[config.mk]
export PLATFORM = sky130hd
export DESIGN_NAME = thermal_trip_latch
export DESIGN_NICKNAME = d
export VERILOG_FILES = /design/src/rtl/thermal_trip_pkg.sv /design/src/rtl/level_sync.sv /design/src/rtl/thermal_trip_latch.sv
export VERILOG_INCLUDE_DIRS = /design/src /design/src/rtl
export SDC_FILE = /design/constraint.sdc
export NUM_CORES = 1
export LEC_CHECK = 0
export BUFFER_PORTS_ARGS = -buffer_cell sky130_fd_sc_hd__buf_2
export CORE_ASPECT_RATIO = 1.75
export CORE_MARGIN = 5
export CORE_UTILIZATION = 25
export DETAILED_ROUTE_END_ITERATION = 16
export GPL_TIMING_DRIVEN = 0
export PLACE_DENSITY_LB_ADDON = 0.2
export REMOVE_ABC_BUFFERS = 1
export SLEW_MARGIN = 20
export SYNTH_ARGS = -nofsm -noshare
export SYNTH_HDL_FRONTEND = slang
export SYNTH_HIERARCHICAL = 1
export SYNTH_SLANG_ARGS = --single-unit
[constraint.sdc]
create_clock -name clk -period 2.4 [get_ports clk]
set_input_delay 0.24 -clock clk [delete_from_list [all_inputs] [get_ports clk]]
set_output_delay 0.24 -clock clk [all_outputs]
set_load 0.05 [all_outputs]
[src/rtl/thermal_trip_cfg.svh]
/*
 * Constants of the thermal trip latch: trip level, clock rate, rail
 * shutdown window and synchroniser depth.
 * Assumes nothing; included by bare name where needed.
 */
`ifndef THERMAL_TRIP_CFG_SVH
`define THERMAL_TRIP_CFG_SVH

// nominal junction trip level of the sensor, in degrees C
`define TRIP_TEMP_C      135
// core clock rate in Hz (25 ns period)
`define CLK_FREQ_HZ      40000000
// window for both rails to reach half nominal, in seconds
`define RAIL_OFF_TIME_S  5
// same window in core clock cycles (exact product, no rounding)
`define RAIL_OFF_CYCLES  (`RAIL_OFF_TIME_S * `CLK_FREQ_HZ)
// width of the rail window counter
`define RAIL_CNT_W       28
// stages in the over-temperature synchroniser
`define SYNC_STAGES      2

`endif

[src/rtl/thermal_trip_pkg.sv]
/*
 * Types of the thermal trip latch.
 * Assumes thermal_trip_cfg.svh for the constants.
 */
package thermal_trip_pkg;

	typedef enum logic [1:0] {
		RUN,
		TRIPPED,
		RAILS_OFF
	} trip_state_e;

	// supply state reported by system power logic
	typedef struct packed {
		logic core_off;
		logic termination_off;
	} rail_status_s;

	// block status seen by system logic
	typedef struct packed {
		logic rails_late;
		logic rails_off;
	} trip_status_s;

endpackage

[src/rtl/level_sync.sv]
/*
 * Chain of flip-flops that brings an asynchronous level into clk.
 * Assumes only the final stage is read by the user.
 */
`timescale 1ns/1ps
`include "thermal_trip_cfg.svh"

module level_sync #(
	parameter int STAGES = `SYNC_STAGES
) (
	// clock
	input  wire logic clk,
	// asynchronous level in, synchronised level out
	input  wire logic d,
	output logic      q
);

	logic [STAGES-1:0] chain;

	if (STAGES < 2) begin
		$error("level_sync needs at least two stages");
	end

	// no reset: the level must survive processor reset
	always_ff @(posedge clk) begin
		chain <= {chain[STAGES-2:0], d};
	end

	assign q = chain[STAGES-1];

endmodule

[src/rtl/thermal_trip_latch.sv]
/*
 * Over-temperature trip latch: halts execution until a cool reset and drives the
 * active-low trip output until a cool reset or removal of both rails.
 * Assumes the sensor flag is asynchronous, the rail status inputs are
 * synchronous to clk and rst is the processor reset.
 */
// Operation
// RQ1: over-temperature halts execution, asserts trip output
// RQ2: trip and halt stay latched until reset
// RQ3: reset when cool clears trip, resumes execution
// RQ4: reset while hot keeps trip and halt
// RQ5: system removes both rails within five seconds
// RQ6: both rails off deasserts trip output
// RQ7: system prevents unsafe re-powering after trip release
// RQ8: sensor flag passes two-stage synchroniser first
`timescale 1ns/1ps
`include "thermal_trip_cfg.svh"

module thermal_trip_latch
	import thermal_trip_pkg::*;
#(
	parameter int RAIL_OFF_CYCLES = `RAIL_OFF_CYCLES,
	parameter int CNT_W           = `RAIL_CNT_W
) (
	// clock and reset
	input  wire logic   clk,
	input  wire logic   rst,
	// thermal sensor
	input  wire logic   over_temp,
	// system power logic
	input  rail_status_s rails,
	// outputs to core and system
	output logic         thermal_trip_n,
	output logic         exec_halt,
	output trip_status_s status
);

	trip_state_e            state;
	trip_state_e            next_state;
	logic                   hot;
	logic                   rails_down;
	logic [CNT_W-1:0]       rail_timer;
	logic                   next_late;
	logic                   late_flag;
	logic                   released;

	localparam logic [CNT_W-1:0] TIMER_END =
		CNT_W'(RAIL_OFF_CYCLES - 1);

	// refuse settings the rail counter cannot serve
	if (RAIL_OFF_CYCLES < 1) begin
		$error("rail window must be at least one cycle");
	end
	if (CNT_W < 2 || CNT_W > 31) begin
		$error("rail counter width out of range");
	end
	if (CNT_W < 31 && RAIL_OFF_CYCLES > (1 << CNT_W)) begin
		$error("rail window does not fit the counter");
	end

	// sensor flag into the clk domain
	level_sync #(
		.STAGES(`SYNC_STAGES)
	) u_sync (
		.clk(clk),
		.d  (over_temp), // RQ8
		.q  (hot)
	);

	assign rails_down = rails.core_off & rails.termination_off;

	// next state; reset itself samples the temperature
	always_comb begin
		next_state = state;
		if (rst) begin
			if (hot)
				next_state = TRIPPED; // RQ4
			else
				next_state = RUN; // RQ3
		end else begin
			case (state)
			RUN: begin
				if (hot)
					next_state = TRIPPED; // RQ1
			end
			TRIPPED: begin
				if (rails_down)
					next_state = RAILS_OFF; // RQ6
				else
					next_state = TRIPPED; // RQ2
			end
			RAILS_OFF: begin
				// stays halted; only reset leaves
				next_state = RAILS_OFF; // RQ2
			end
			default: begin
				next_state = RUN;
			end
			endcase
		end
	end

	always_ff @(posedge clk) begin
		state <= next_state;
	end

	// pin and halt registered from the next state
	always_ff @(posedge clk) begin
		thermal_trip_n <= (next_state != TRIPPED); // RQ1 RQ6
		exec_halt      <= (next_state != RUN); // RQ1 RQ2
	end

	// watch the rail window while the trip is driven
	assign next_late = (state == TRIPPED) && !rails_down &&
		(rail_timer == TIMER_END);

	// saturates so the late flag cannot wrap round
	always_ff @(posedge clk) begin
		if (rst || state != TRIPPED)
			rail_timer <= '0;
		else if (rail_timer != TIMER_END)
			rail_timer <= rail_timer + CNT_W'(1); // RQ5
	end

	always_ff @(posedge clk) begin
		if (rst)
			late_flag <= 1'b0;
		else if (next_late)
			late_flag <= 1'b1; // RQ5
	end

	always_ff @(posedge clk) begin
		released <= (next_state == RAILS_OFF); // RQ6
	end

	// both status bits come straight from their flip-flops
	assign status = '{rails_late: late_flag, rails_off: released};

	// checks

	a_sync_hot: assert property (@(posedge clk) // RQ8
		over_temp |-> ##2 hot)
		else $error("sensor flag not seen two cycles later");

	a_sync_cool: assert property (@(posedge clk) // RQ8
		!over_temp |-> ##2 !hot)
		else $error("sensor release not seen two cycles later");

	a_trip_entry: assert property (@(posedge clk) // RQ1
		disable iff (rst)
		hot && state == RUN |=> !thermal_trip_n && exec_halt)
		else $error("hot sensor did not trip and halt");

	a_trip_latched: assert property (@(posedge clk) // RQ2
		disable iff (rst)
		!thermal_trip_n && !rails_down |=> !thermal_trip_n && exec_halt)
		else $error("trip released without reset or rails");

	a_reset_cool: assert property (@(posedge clk) // RQ3
		rst && !hot |=> thermal_trip_n && !exec_halt)
		else $error("cool reset did not clear trip");

	a_reset_hot: assert property (@(posedge clk) // RQ4
		rst && hot |=> !thermal_trip_n && exec_halt)
		else $error("hot reset released trip");

	a_rails_release: assert property (@(posedge clk) // RQ6
		disable iff (rst)
		state == TRIPPED && rails_down |=>
			thermal_trip_n && exec_halt && status.rails_off)
		else $error("trip not released after both rails off");

	a_halt_sticky: assert property (@(posedge clk) // RQ2
		disable iff (rst)
		exec_halt |=> exec_halt)
		else $error("halt dropped without reset");

	a_trip_halts: assert property (@(posedge clk) // RQ1
		disable iff (rst)
		!thermal_trip_n |-> exec_halt)
		else $error("trip driven while executing");

	a_late_flag: assert property (@(posedge clk) // RQ5
		disable iff (rst)
		status.rails_late |-> ##1 status.rails_late)
		else $error("rail late flag dropped without reset");

	a_released_hold: assert property (@(posedge clk) // RQ6
		disable iff (rst)
		state == RAILS_OFF |=>
			thermal_trip_n && exec_halt && status.rails_off)
		else $error("released trip returned or halt dropped");

	a_cool_stays: assert property (@(posedge clk) // RQ3
		disable iff (rst)
		state == RUN && !hot |=> thermal_trip_n && !exec_halt)
		else $error("cool core stopped without cause");

	a_late_cleared: assert property (@(posedge clk) // RQ5
		rst |=> !status.rails_late)
		else $error("rail late flag survived reset");

	a_late_window: assert property (@(posedge clk) // RQ5
		disable iff (rst)
		state != TRIPPED && !status.rails_late |=> !status.rails_late)
		else $error("rail late flag set with no trip driven");

	c_rails_late: cover property (@(posedge clk) disable iff (rst)
		!status.rails_late ##1 status.rails_late);

	c_trip: cover property (@(posedge clk) disable iff (rst)
		state == RUN ##1 state == TRIPPED);

	c_rails_off: cover property (@(posedge clk) disable iff (rst)
		state == TRIPPED ##1 state == RAILS_OFF);

	c_reset_hot: cover property (@(posedge clk)
		rst && hot ##1 !rst && !thermal_trip_n);

	c_reset_cool: cover property (@(posedge clk)
		state == TRIPPED && rst && !hot ##1 state == RUN);

endmodule

==> results of run 1 <==
==> per-stage QoR <==
| step | util | worst slack [ps] |
|---|---|---|
| 2_1_floorplan | - | 546.2 |
| 3_3_place_gp | 0.2730 | 156.3 |
| 3_5_place_dp | 0.2730 | 137.8 |
| 4_1_cts | 0.2879 | 123.1 |
| 5_1_grt | 0.2879 | 38.45 |
| 6_report | 0.2879 | 248.5 |
==> per-layer routing <==
layer | global-route usage | wire (µm) | vias to the layer above
li1 | - | - | 661
met5 | 0 | 0 | -
met3 | 0.01997 | 91 | 7
met4 | 0.06394 | 129 | 0
met2 | 0.1665 | 1724 | 15
met1 | 0.09240 | 1368 | 591
==> state kept, by name (all words and copies together) (netlist names) <==
| name | flops |
|---|---|
| rail_timer | 28 |
| state | 2 |
| u_sync/chain | 2 |
| exec_halt | 1 |
| late_flag | 1 |
| released | 1 |
| thermal_trip_n | 1 |
==> where the power goes <==
part / switching [mW] / internal (mW) / leakage, nW / total (mW)
Sequential: 0.00966 / 0.611 / 0.292 / 0.621
Combinational: 0.0491 / 0.0191 / 0.292 / 0.0682
Clock: 0.219 / 0.229 / 0.0510 / 0.448
==> worst min-delay path by stage <==
| stage | start | to | slack, ps | depth (start not counted) |
|---|---|---|---|---|
| finish | over_temp | u_sync/chain[0] | 50 | 1 |
| global placement | u_sync/chain[0] | u_sync/chain[1] | 310 | 0 |
| detailed placement | u_sync/chain[0] | u_sync/chain[1] | 320 | 0 |
| CTS | over_temp | u_sync/chain[0] | 40 | 1 |
| floorplan | over_temp | u_sync/chain[0] | 270 | 0 |
| global route | over_temp | u_sync/chain[0] | 40 | 1 |
==> cell usage in the layout, fill, tap and decap left out, drive strengths merged <==
| cell type | synthesis | final |
|---|---|---|
| dfxtp | 36 | 36 |
| nor2 | 26 | 26 |
| nand3 | 17 | 17 |
| xor2 | 16 | 16 |
| nand2 | 13 | 13 |
| a21oi | 8 | 8 |
| nor3 | 8 | 8 |
| buf | 3 | 8 |
| nand4 | 7 | 7 |
| clkbuf | 4 | 6 |
| o21ai | 6 | 6 |
| and3 | 5 | 5 |
| and4 | 4 | 4 |
| or4 | 4 | 4 |
| inv | 3 | 3 |
| or3 | 3 | 3 |
| o211ai | 3 | 3 |
| mux2i | 2 | 2 |
| xnor2 | 2 | 2 |
| clkinv | 0 | 2 |
| or2 | 2 | 2 |
| nor4b | 2 | 2 |
| nand2b | 1 | 1 |
| nand4b | 1 | 1 |
| nor4 | 1 | 1 |
| nor3b | 1 | 1 |
| or3b | 1 | 1 |
| and2 | 1 | 1 |
| nand3b | 1 | 1 |
| o31ai | 1 | 1 |
| ha | 1 | 1 |
==> cells by family after synthesis <==
| kind of cell | share of synthesized area |
|---|---|
| compound gates | 0.06250 |
| mux | 0.01250 |
| simple gates | 0.3360 |
| flops | 0.4500 |
| xor+xnor | 0.09844 |
| buf+inv | 0.03281 |
| fa+ha+maj | 0.007811 |
==> area by class of cell <==
| cell class | count | share of cell area |
|---|---|---|
| Multi-Input combinational cell | 137 | 0.4620 |
| Sequential cell | 36 | 0.4020 |
| Tap cell | 80 | 0.05583 |
| Clock buffer | 6 | 0.04606 |
| Timing Repair Buffer | 8 | 0.02233 |
| Inverter | 3 | 0.006281 |
| Clock inverter | 2 | 0.005583 |
==> flow_summary_export.csv, run 1 <==
group,metric,value,unit
synthesis,postSynthCellCount,183,
synthesis,post-synth-top-area-cell,"dfxtp_1",
clock_tree,ctsResizeCount,0,
grt,grt_antenna_before_repair,0,
clock_tree,cts_root_buf,"clkbuf_8",
setup_path,worst_path_largest_cell_delay,610,ps
synthesis,synth.top_cells.by_count,"dfxtp_1, nor2_1, nand3_1, xor2_1, nand2_1",
routing,drt-total-wl,3314,µm
routing,drtPass1Iterations,4,
grt,pin_count_of_the_biggest_net_entering_global_routing,28,
pwr,power.density_cell_area,634.1,nW/µm²
synthesis,synth_enable_flop_cells,0,
run,cap_viol_max_count,0,
finish,final.fill_count,671,
setup_path,critPathBufInv,0,
sta,fin_hold_ws,51.98,ps
synthesis,postSynthAreaPerCell,8.752,µm²
setup_path,required,2540,ps
floorplan,die_ht,115.9,µm
setup_path,worst_ep_arrival,2290,ps
sta,report.final.hold_viol_count,0,
floorplan,initial_core_util,0.2571,
clock_tree,clk_transition_reported_paths,70,ps
grt,grt.overflow.total,0,
routing,detailedRoute.firstIterationViolations,57,
setup_path,crit_family,"simple AND/OR/NAND/NOR gates",
routing,post_drt_wl_per_cell,12.18,µm
routing,route.detailed.vias_per_inst,4.684,
synthesis,syn_area,1602,µm²
setup_path,startpoint_kind_of_the_worst_setup_timing_path,"flip-flop",
routing,antenna_left,0,
finish,area.sequential,720.7,µm²
setup_path,setup.worst_path.end,"rail_timer[1]",
finish,finish.net_count,197,
finish,post-route-cell-area,1793,µm²
sta,report.final.setup_viol,0,
setup_path,crit-reg2reg-launch,"rail_timer[0]",
setup_path,worstReg2RegEnd,"rail_timer[1]",
finish,post_layout_nonfiller_instances,272,
clock_tree,numCtsBuffers,5,
floorplan,io_pins,9,
setup_path,worstPathMaxFanout,15,
pwr,peakVddDrop,0.0001782,V
clock_tree,cts_hold_repair_buffers,0,
setup_path,timing.critical_path.cells,"ha_1 -> and3_1 -> nand3_2 -> nor4_4 -> mux2i_1 -> nor2_1",
synthesis,sequential_element_share_of_the_synthesized_area,0.4500,
floorplan,die_area,8170,µm²
placement,gp_congestion,0.7324,
synthesis,warnings_from_yosys,6,
synthesis,post_synth_main_area_contributors,"dfxtp_1, xor2_1, nor2_1, nand3_1, nand2_1",
routing,drcViolationCount,0,
finish,synth_to_layout_area_growth,11.95,%
clock_tree,post-cts-setup-buffers,0,
sta,max_freq,0.4648,GHz
finish,multi_input_area,828.3,µm²
finish,insertedDiodeCount,0,
setup_path,crit_path_end_kind,"flip-flop",
setup_path,path_class,"reg -> reg",
run_status,run_status,"finished clean",
placement,place_hpwl,2344,µm
sta,totalNegativeSetupSlack,0,ps
clock_tree,clk_latency,280,ps
grt,grt_pass1_vias,1299,
floorplan,die_wd,70.51,µm
floorplan,core_region_area,6228,µm²
setup_path,cp.depth,6,
sta,rsz0062_at_grt,"no",
sta,finalCriticalPeriod,2152,ps
sta,tightestPinTransition,936.0,ps
placement,dp_cells,264,
placement,io_buffer_count,8,
clock_tree,tritoncts,"done",
finish,fraction_of_final_layout_cells_sized_beyond_drive_strength_1,0.1042,
pwr,total_leakage_power,0.6348,nW
synthesis,postSynthRegisterBits,36,
synthesis,synthMostInstantiatedCell,"dfxtp_1",
routing,dr_total_vias,1274,
sta,worst_slew_margin_rel,0.3760,
clock_tree,htree_num_levels,2,
setup_path,worst_setup_path_startpoint,"rail_timer[0]",
floorplan,rows,38,
synthesis,synth-async-reset-ratio,0,
synthesis,synth.top_cell.area_share,0.4500,
synthesis,postSynth.topFlopCell,"dfxtp_1",
grt,wire_length_of_the_first_global_routing_pass,5878,µm
pwr,post-layout-total-power,1.137,mW
sta,slew_viol_final,0,
clock_tree,buffers_from_clock_root_to_sink_at_most,2,
sta,timing.final.crit_share,0.8965,
grt,grt.total_usage,0.09198,
setup_path,critPathSlowestCell,"nor4_4",
setup_path,worst-r2r-cell-count,6,
placement,placed_cell_area,1700,µm²
synthesis,yosys.cell_types.count,35,
clock_tree,cts.sinks,36,
setup_path,ff2ff_setup_slack,250,ps
min_path,hold_class,"in -> reg",
sta,finClkSkew,6.245,ps
Note: power is estimated with default switching activity, not from simulation.
==> inputs of run 2 (changes only) <==
MAX_ROUTING_LAYER = met4   (was unset)
==> run 2 against run 1 <==
Net effect: wire length is the same; critical path type unchanged; global-route usage increased by 0.27 points; worst hold slack is essentially flat; critical endpoint unchanged; final cell count did not move; final area is the same.
==> flow_summary_export.csv, run 2 (synthesis gave the netlist of run 1 again) <==
group,metric,value,unit
finish,largest_register_ff_count,28,
floorplan,die_ht,115.9,µm
clock_tree,buffers_from_clock_root_to_sink_at_most,2,
grt,pin_count_of_the_biggest_net_entering_global_routing,28,
sta,report.final.hold_viol_count,0,
routing,post_drt_wl_per_cell,12.18,µm
placement,place_hpwl,2344,µm
floorplan,core_region_area,6228,µm²
clock_tree,clk_transition_reported_paths,70,ps
placement,io_buffer_count,8,
finish,register_with_the_most_flip_flops,"rail_timer",
sta,timing.final.crit_share,0.8965,
sta,rsz0062_at_grt,"no",
routing,detailedRoute.firstIterationViolations,63,
grt,grt.total_usage,0.09473,
grt,grt.overflow.total,0,
sta,fin_hold_ws,51.96,ps
setup_path,worst_ep_arrival,2290,ps
grt,grt_pass1_vias,1299,
routing,antenna_left,0,
pwr,total_leakage_power,0.6348,nW
clock_tree,tritoncts,"done",
setup_path,path_class,"reg -> reg",
sta,finalCriticalPeriod,2152,ps
setup_path,startpoint_kind_of_the_worst_setup_timing_path,"flip-flop",
routing,route.detailed.vias_per_inst,4.684,
finish,insertedDiodeCount,0,
sta,max_freq,0.4648,GHz
finish,final_common_cell,"dfxtp_1",
routing,drcViolationCount,0,
clock_tree,htree_num_levels,2,
floorplan,initial_core_util,0.2571,
sta,tightestPinTransition,936.0,ps
finish,largestRegisters,"rail_timer x28, state x2, u_sync/chain x2",
grt,grt_antenna_before_repair,0,
clock_tree,cts.sinks,36,
clock_tree,post-cts-setup-buffers,0,
setup_path,crit_path_end_kind,"flip-flop",
routing,dr_total_vias,1274,
sta,worst_slew_margin_rel,0.3760,
floorplan,io_pins,9,
routing,drt-total-wl,3314,µm
setup_path,worst_path_largest_cell_delay,610,ps
pwr,peakVddDrop,0.0001782,V
clock_tree,clk_latency,280,ps
placement,gp_congestion,0.7413,
sta,report.final.setup_viol,0,
run_status,run_status,"finished clean",
clock_tree,numCtsBuffers,5,
routing,drtPass1Iterations,4,
finish,synth_to_layout_area_growth,11.95,%
grt,wire_length_of_the_first_global_routing_pass,5878,µm
setup_path,critPathSlowestCell,"nor4_4",
clock_tree,cts_hold_repair_buffers,0,
min_path,hold_class,"in -> reg",
finish,final.fill_count,671,
floorplan,rows,38,
floorplan,die_area,8170,µm²
sta,slew_viol_final,0,
finish,finish.net_count,197,
floorplan,die_wd,70.51,µm
setup_path,timing.critical_path.cells,"ha_1 -> and3_1 -> nand3_2 -> nor4_4 -> mux2i_1 -> nor2_1",
clock_tree,cts_root_buf,"clkbuf_8",
pwr,power.density_cell_area,634.1,nW/µm²
finish,fraction_of_final_layout_cells_sized_beyond_drive_strength_1,0.1042,
finish,layout_common_cells,"dfxtp_1, nor2_1, nand3_1, xor2_1, nand2_1",
run,cap_viol_max_count,0,
setup_path,required,2540,ps
sta,totalNegativeSetupSlack,0,ps
sta,finClkSkew,6.245,ps
setup_path,worstPathMaxFanout,15,
-- run 2: cell counts in the layout (fill, tap and decap cells not counted) --
Identical to the previous run, type by type.
-- run 2: report_power, final --
| group | switching [mW] | internal (mW) |
|---|---|---|
| Combinational | 0.0491 | 0.0191 |
| Sequential | 0.00966 | 0.611 |
| Clock | 0.219 | 0.229 |
-- run 2: routing by layer --
| layer | up-vias | track usage | share of wire |
|---|---|---|---|
| li1 | 661 | - | - |
| met1 | 591 | 0.09240 | 0.41 |
| met2 | 15 | 0.1665 | 0.52 |
| met3 | 7 | 0.01997 | 0.027 |
| met4 | 0 | 0.06394 | 0.039 |
| met5 | - | - | 0 |
-- run 2: timing repair --
item,CTS,global route
endpoints found under the hold margin,0,0
resized for setup,0,0
setup endpoints to repair,0,1
-- run 2: worst paths after layout --
check | from | endpoint | slack, ps | cells after the start
worst max-delay path | rail_timer[0] | rail_timer[1] | 250 | 6
worst min-delay path | over_temp | u_sync/chain[0] | 50 | 1
worst max register to register | rail_timer[0] | rail_timer[1] | 250 | 6
worst min register to register | u_sync/chain[0] | u_sync/chain[1] | 340 | 0
-- run 2: worst max-delay path: cells and delay by family, from the launching register on --
kind	cells	cell delay (ps)
flops	1	410
fa+ha+maj	1	240
simple gates	4	1100
mux	1	260
-- run 2: cell type report --
type,instances,area (µm²),share of cell area
flip-flops and latches,36,720.7,0.4020
well taps,80,100.1,0.05583
multi-input cells,137,828.3,0.4620
clock inverters,2,10.01,0.005583
repair buffers,8,40.04,0.02233
clock buffers,6,82.58,0.04606
inverters,3,11.26,0.006281
-- run 2: through the flow --
step	instances	setup slack (ps)	utilization	cell area [µm²]	total power [mW]
floorplan	176	546.2	-	1560	0.6824
global placement	264	156.3	0.2730	1700	0.7055
detailed placement	264	137.8	0.2730	1700	0.7056
CTS	272	123.1	0.2879	1793	1.162
global route	272	38.45	0.2879	1793	1.193
finish	272	248.5	0.2879	1793	1.137
==> inputs of run 3 (changes only) <==
CORE_UTILIZATION = 40   (was 25)
==> run 3 against run 2 <==
Net effect: global-route usage grew 4.1 points; wire length shrank 0.30%; critical path depth is the same; die area shrank 34%; worst hold slack gained 2.3 ps; largest power group unchanged; total power shrank 1.0%; count of clock-buffer cells in the layout is the same; setup slack lost 18 ps; critical endpoint unchanged; non-clock buffer count is the same; register-to-register slack lost 20 ps; via count grew 2.4%; first-iteration DRC count shrank 16%.
==> flow_summary_export.csv, run 3 (synthesis gave the netlist of run 1 again) <==
group,metric,value,unit
run_status,run_status,"finished clean",
setup_path,worstPathMaxFanout,15,
pwr,sequentialPowerShare,0.552,
routing,drtPass1Iterations,4,
sta,rsz0062_at_grt,"no",
grt,grt_antenna_before_repair,0,
clock_tree,buffers_from_clock_root_to_sink_at_most,2,
routing,antenna_left,0,
clock_tree,cts_hold_repair_buffers,0,
grt,grt.overflow.total,0,
routing,detailedRoute.firstIterationViolations,53,
sta,totalNegativeSetupSlack,0,ps
pwr,peakVddDrop,0.0003474,V
sta,finClkSkew,4.915,ps
sta,finalCriticalPeriod,2170,ps
routing,detail_route.wirelength.met1,1343,µm
floorplan,die_wd,57.83,µm
placement,place_hpwl,2375,µm
setup_path,path_class,"reg -> reg",
clock_tree,post-cts-setup-buffers,0,
setup_path,startpoint_kind_of_the_worst_setup_timing_path,"flip-flop",
pwr,total_leakage_power,0.6348,nW
placement,io_buffer_count,8,
finish,register_with_the_most_flip_flops,"rail_timer",
sta,fin_hold_ws,54.24,ps
setup_path,crit_path_end_kind,"flip-flop",
routing,met2_length,1751,µm
finish,final.fill_count,389,
routing,routed.top_layer,"met4",
routing,drcViolationCount,0,
floorplan,core_region_area,3866,µm²
pwr,power.density_cell_area,641.9,nW/µm²
finish,largestRegisters,"rail_timer x28, state x2, u_sync/chain x2",
pwr,sw_frac_of_total,0.2361,
clock_tree,clk_transition_reported_paths,70,ps
clock_tree,ctsResizeCount,0,
finish,insertedDiodeCount,0,
routing,dr_total_vias,1305,
routing,post_drt_wl_per_cell,13.77,µm
finish,final_common_cell,"dfxtp_1",
finish,largest_register_ff_count,28,
min_path,hold_class,"in -> reg",
run,cap_viol_max_count,0,
floorplan,initial_core_util,0.4142,
clock_tree,numCtsBuffers,5,
floorplan,die_area,5419,µm²
pwr,share_clk_of_total_power,0.386,
finish,layout_common_cells,"dfxtp_1, nor2_1, nand3_1, xor2_1, nand2_1",
pwr,power_switching,265.6,µW
floorplan,die_ht,93.71,µm
floorplan,rows,30,
clock_tree,cts_root_buf,"clkbuf_8",
sta,max_freq,0.4608,GHz
sta,report.final.hold_viol_count,0,
clock_tree,tritoncts,"done",
finish,post_layout_nonfiller_instances,240,
placement,placed_cell_area,1660,µm²
setup_path,worst_ep_arrival,2310,ps
routing,drt-total-wl,3304,µm
clock_tree,cts.sinks,36,
pwr,cell_internal_pwr,859.5,µW
placement,gp_congestion,0.7795,
finish,fraction_of_final_layout_cells_sized_beyond_drive_strength_1,0.1042,
pwr,power.share.combinational,0.062,
routing,route.detailed.vias_per_inst,5.438,
sta,worst_slew_margin_rel,0.3994,
clock_tree,clk_latency,290,ps
finish,synth_to_layout_area_growth,9.453,%
clock_tree,htree_num_levels,2,
grt,grt.total_usage,0.1360,
grt,wire_length_of_the_first_global_routing_pass,5533,µm
placement,dp_cells,232,
sta,timing.final.crit_share,0.9041,
grt,pin_count_of_the_biggest_net_entering_global_routing,28,
sta,report.final.setup_viol,0,
sta,slew_viol_final,0,
grt,grt_pass1_vias,1215,
routing,routed_length_on_met3,137,µm
setup_path,required,2540,ps
finish,finish.net_count,197,
finish,post-route-cell-area,1753,µm²
sta,tightestPinTransition,900.9,ps
floorplan,io_pins,9,
[run 3: area by class of cell]
class                      instances  area (µm²)  share of cell area
timing repair buffer               8       40.04             0.02284
inverter                           3       11.26            0.006424
sequential                        36       720.7              0.4111
clock buffer                       6       82.58             0.04711
clock inverter                     2       10.01            0.005710
multi-input combinational        137       828.3              0.4725
tap                               48       60.06             0.03426
[run 3: routing by layer]
metal,up-vias,global-route usage
met4,0,0.07737
met3,8,0.03989
met5,-,-
li1,663,-
met1,618,0.1397
met2,16,0.2264
[run 3: worst paths after layout]
| path | slack, ps | depth (start not counted) | from | endpoint |
|---|---|---|---|---|
| setup / recovery | 230 | 6 | rail_timer[0] | rail_timer[1] |
| hold / removal | 50 | 1 | over_temp | u_sync/chain[0] |
| setup reg to reg | 230 | 6 | rail_timer[0] | rail_timer[1] |
| hold reg to reg | 330 | 0 | u_sync/chain[0] | u_sync/chain[1] |
[run 3: power groups by stage]
stage	registers [mW]	logic [mW]	clock network [mW]
global placement	0.634	0.0683	0
detailed placement	0.635	0.0710	0
floorplan	0.654	0.0287	0
global route	0.623	0.0775	0.476
CTS	0.622	0.0710	0.453
finish	0.621	0.0697	0.434
[run 3: worst max-delay path, cell delays in order, from the launching register on]
cell	delay [ps]
dfxtp_1	410
ha_1	230
and3_1	240
nand3_2	160
nor4_4	660
mux2i_1	270
nor2_1	50
[run 3: metrics by stage]
| stage | power (mW) | setup slack, ps | utilization |
|---|---|---|---|
| 2_1_floorplan | 0.6824 | 546.2 | - |
| 3_3_place_gp | 0.7021 | 314.3 | 0.4295 |
| 3_5_place_dp | 0.7063 | 242.6 | 0.4295 |
| 4_1_cts | 1.145 | 225.6 | 0.4534 |
| 5_1_grt | 1.176 | 0.7181 | 0.4534 |
| 6_report | 1.125 | 230.1 | 0.4534 |
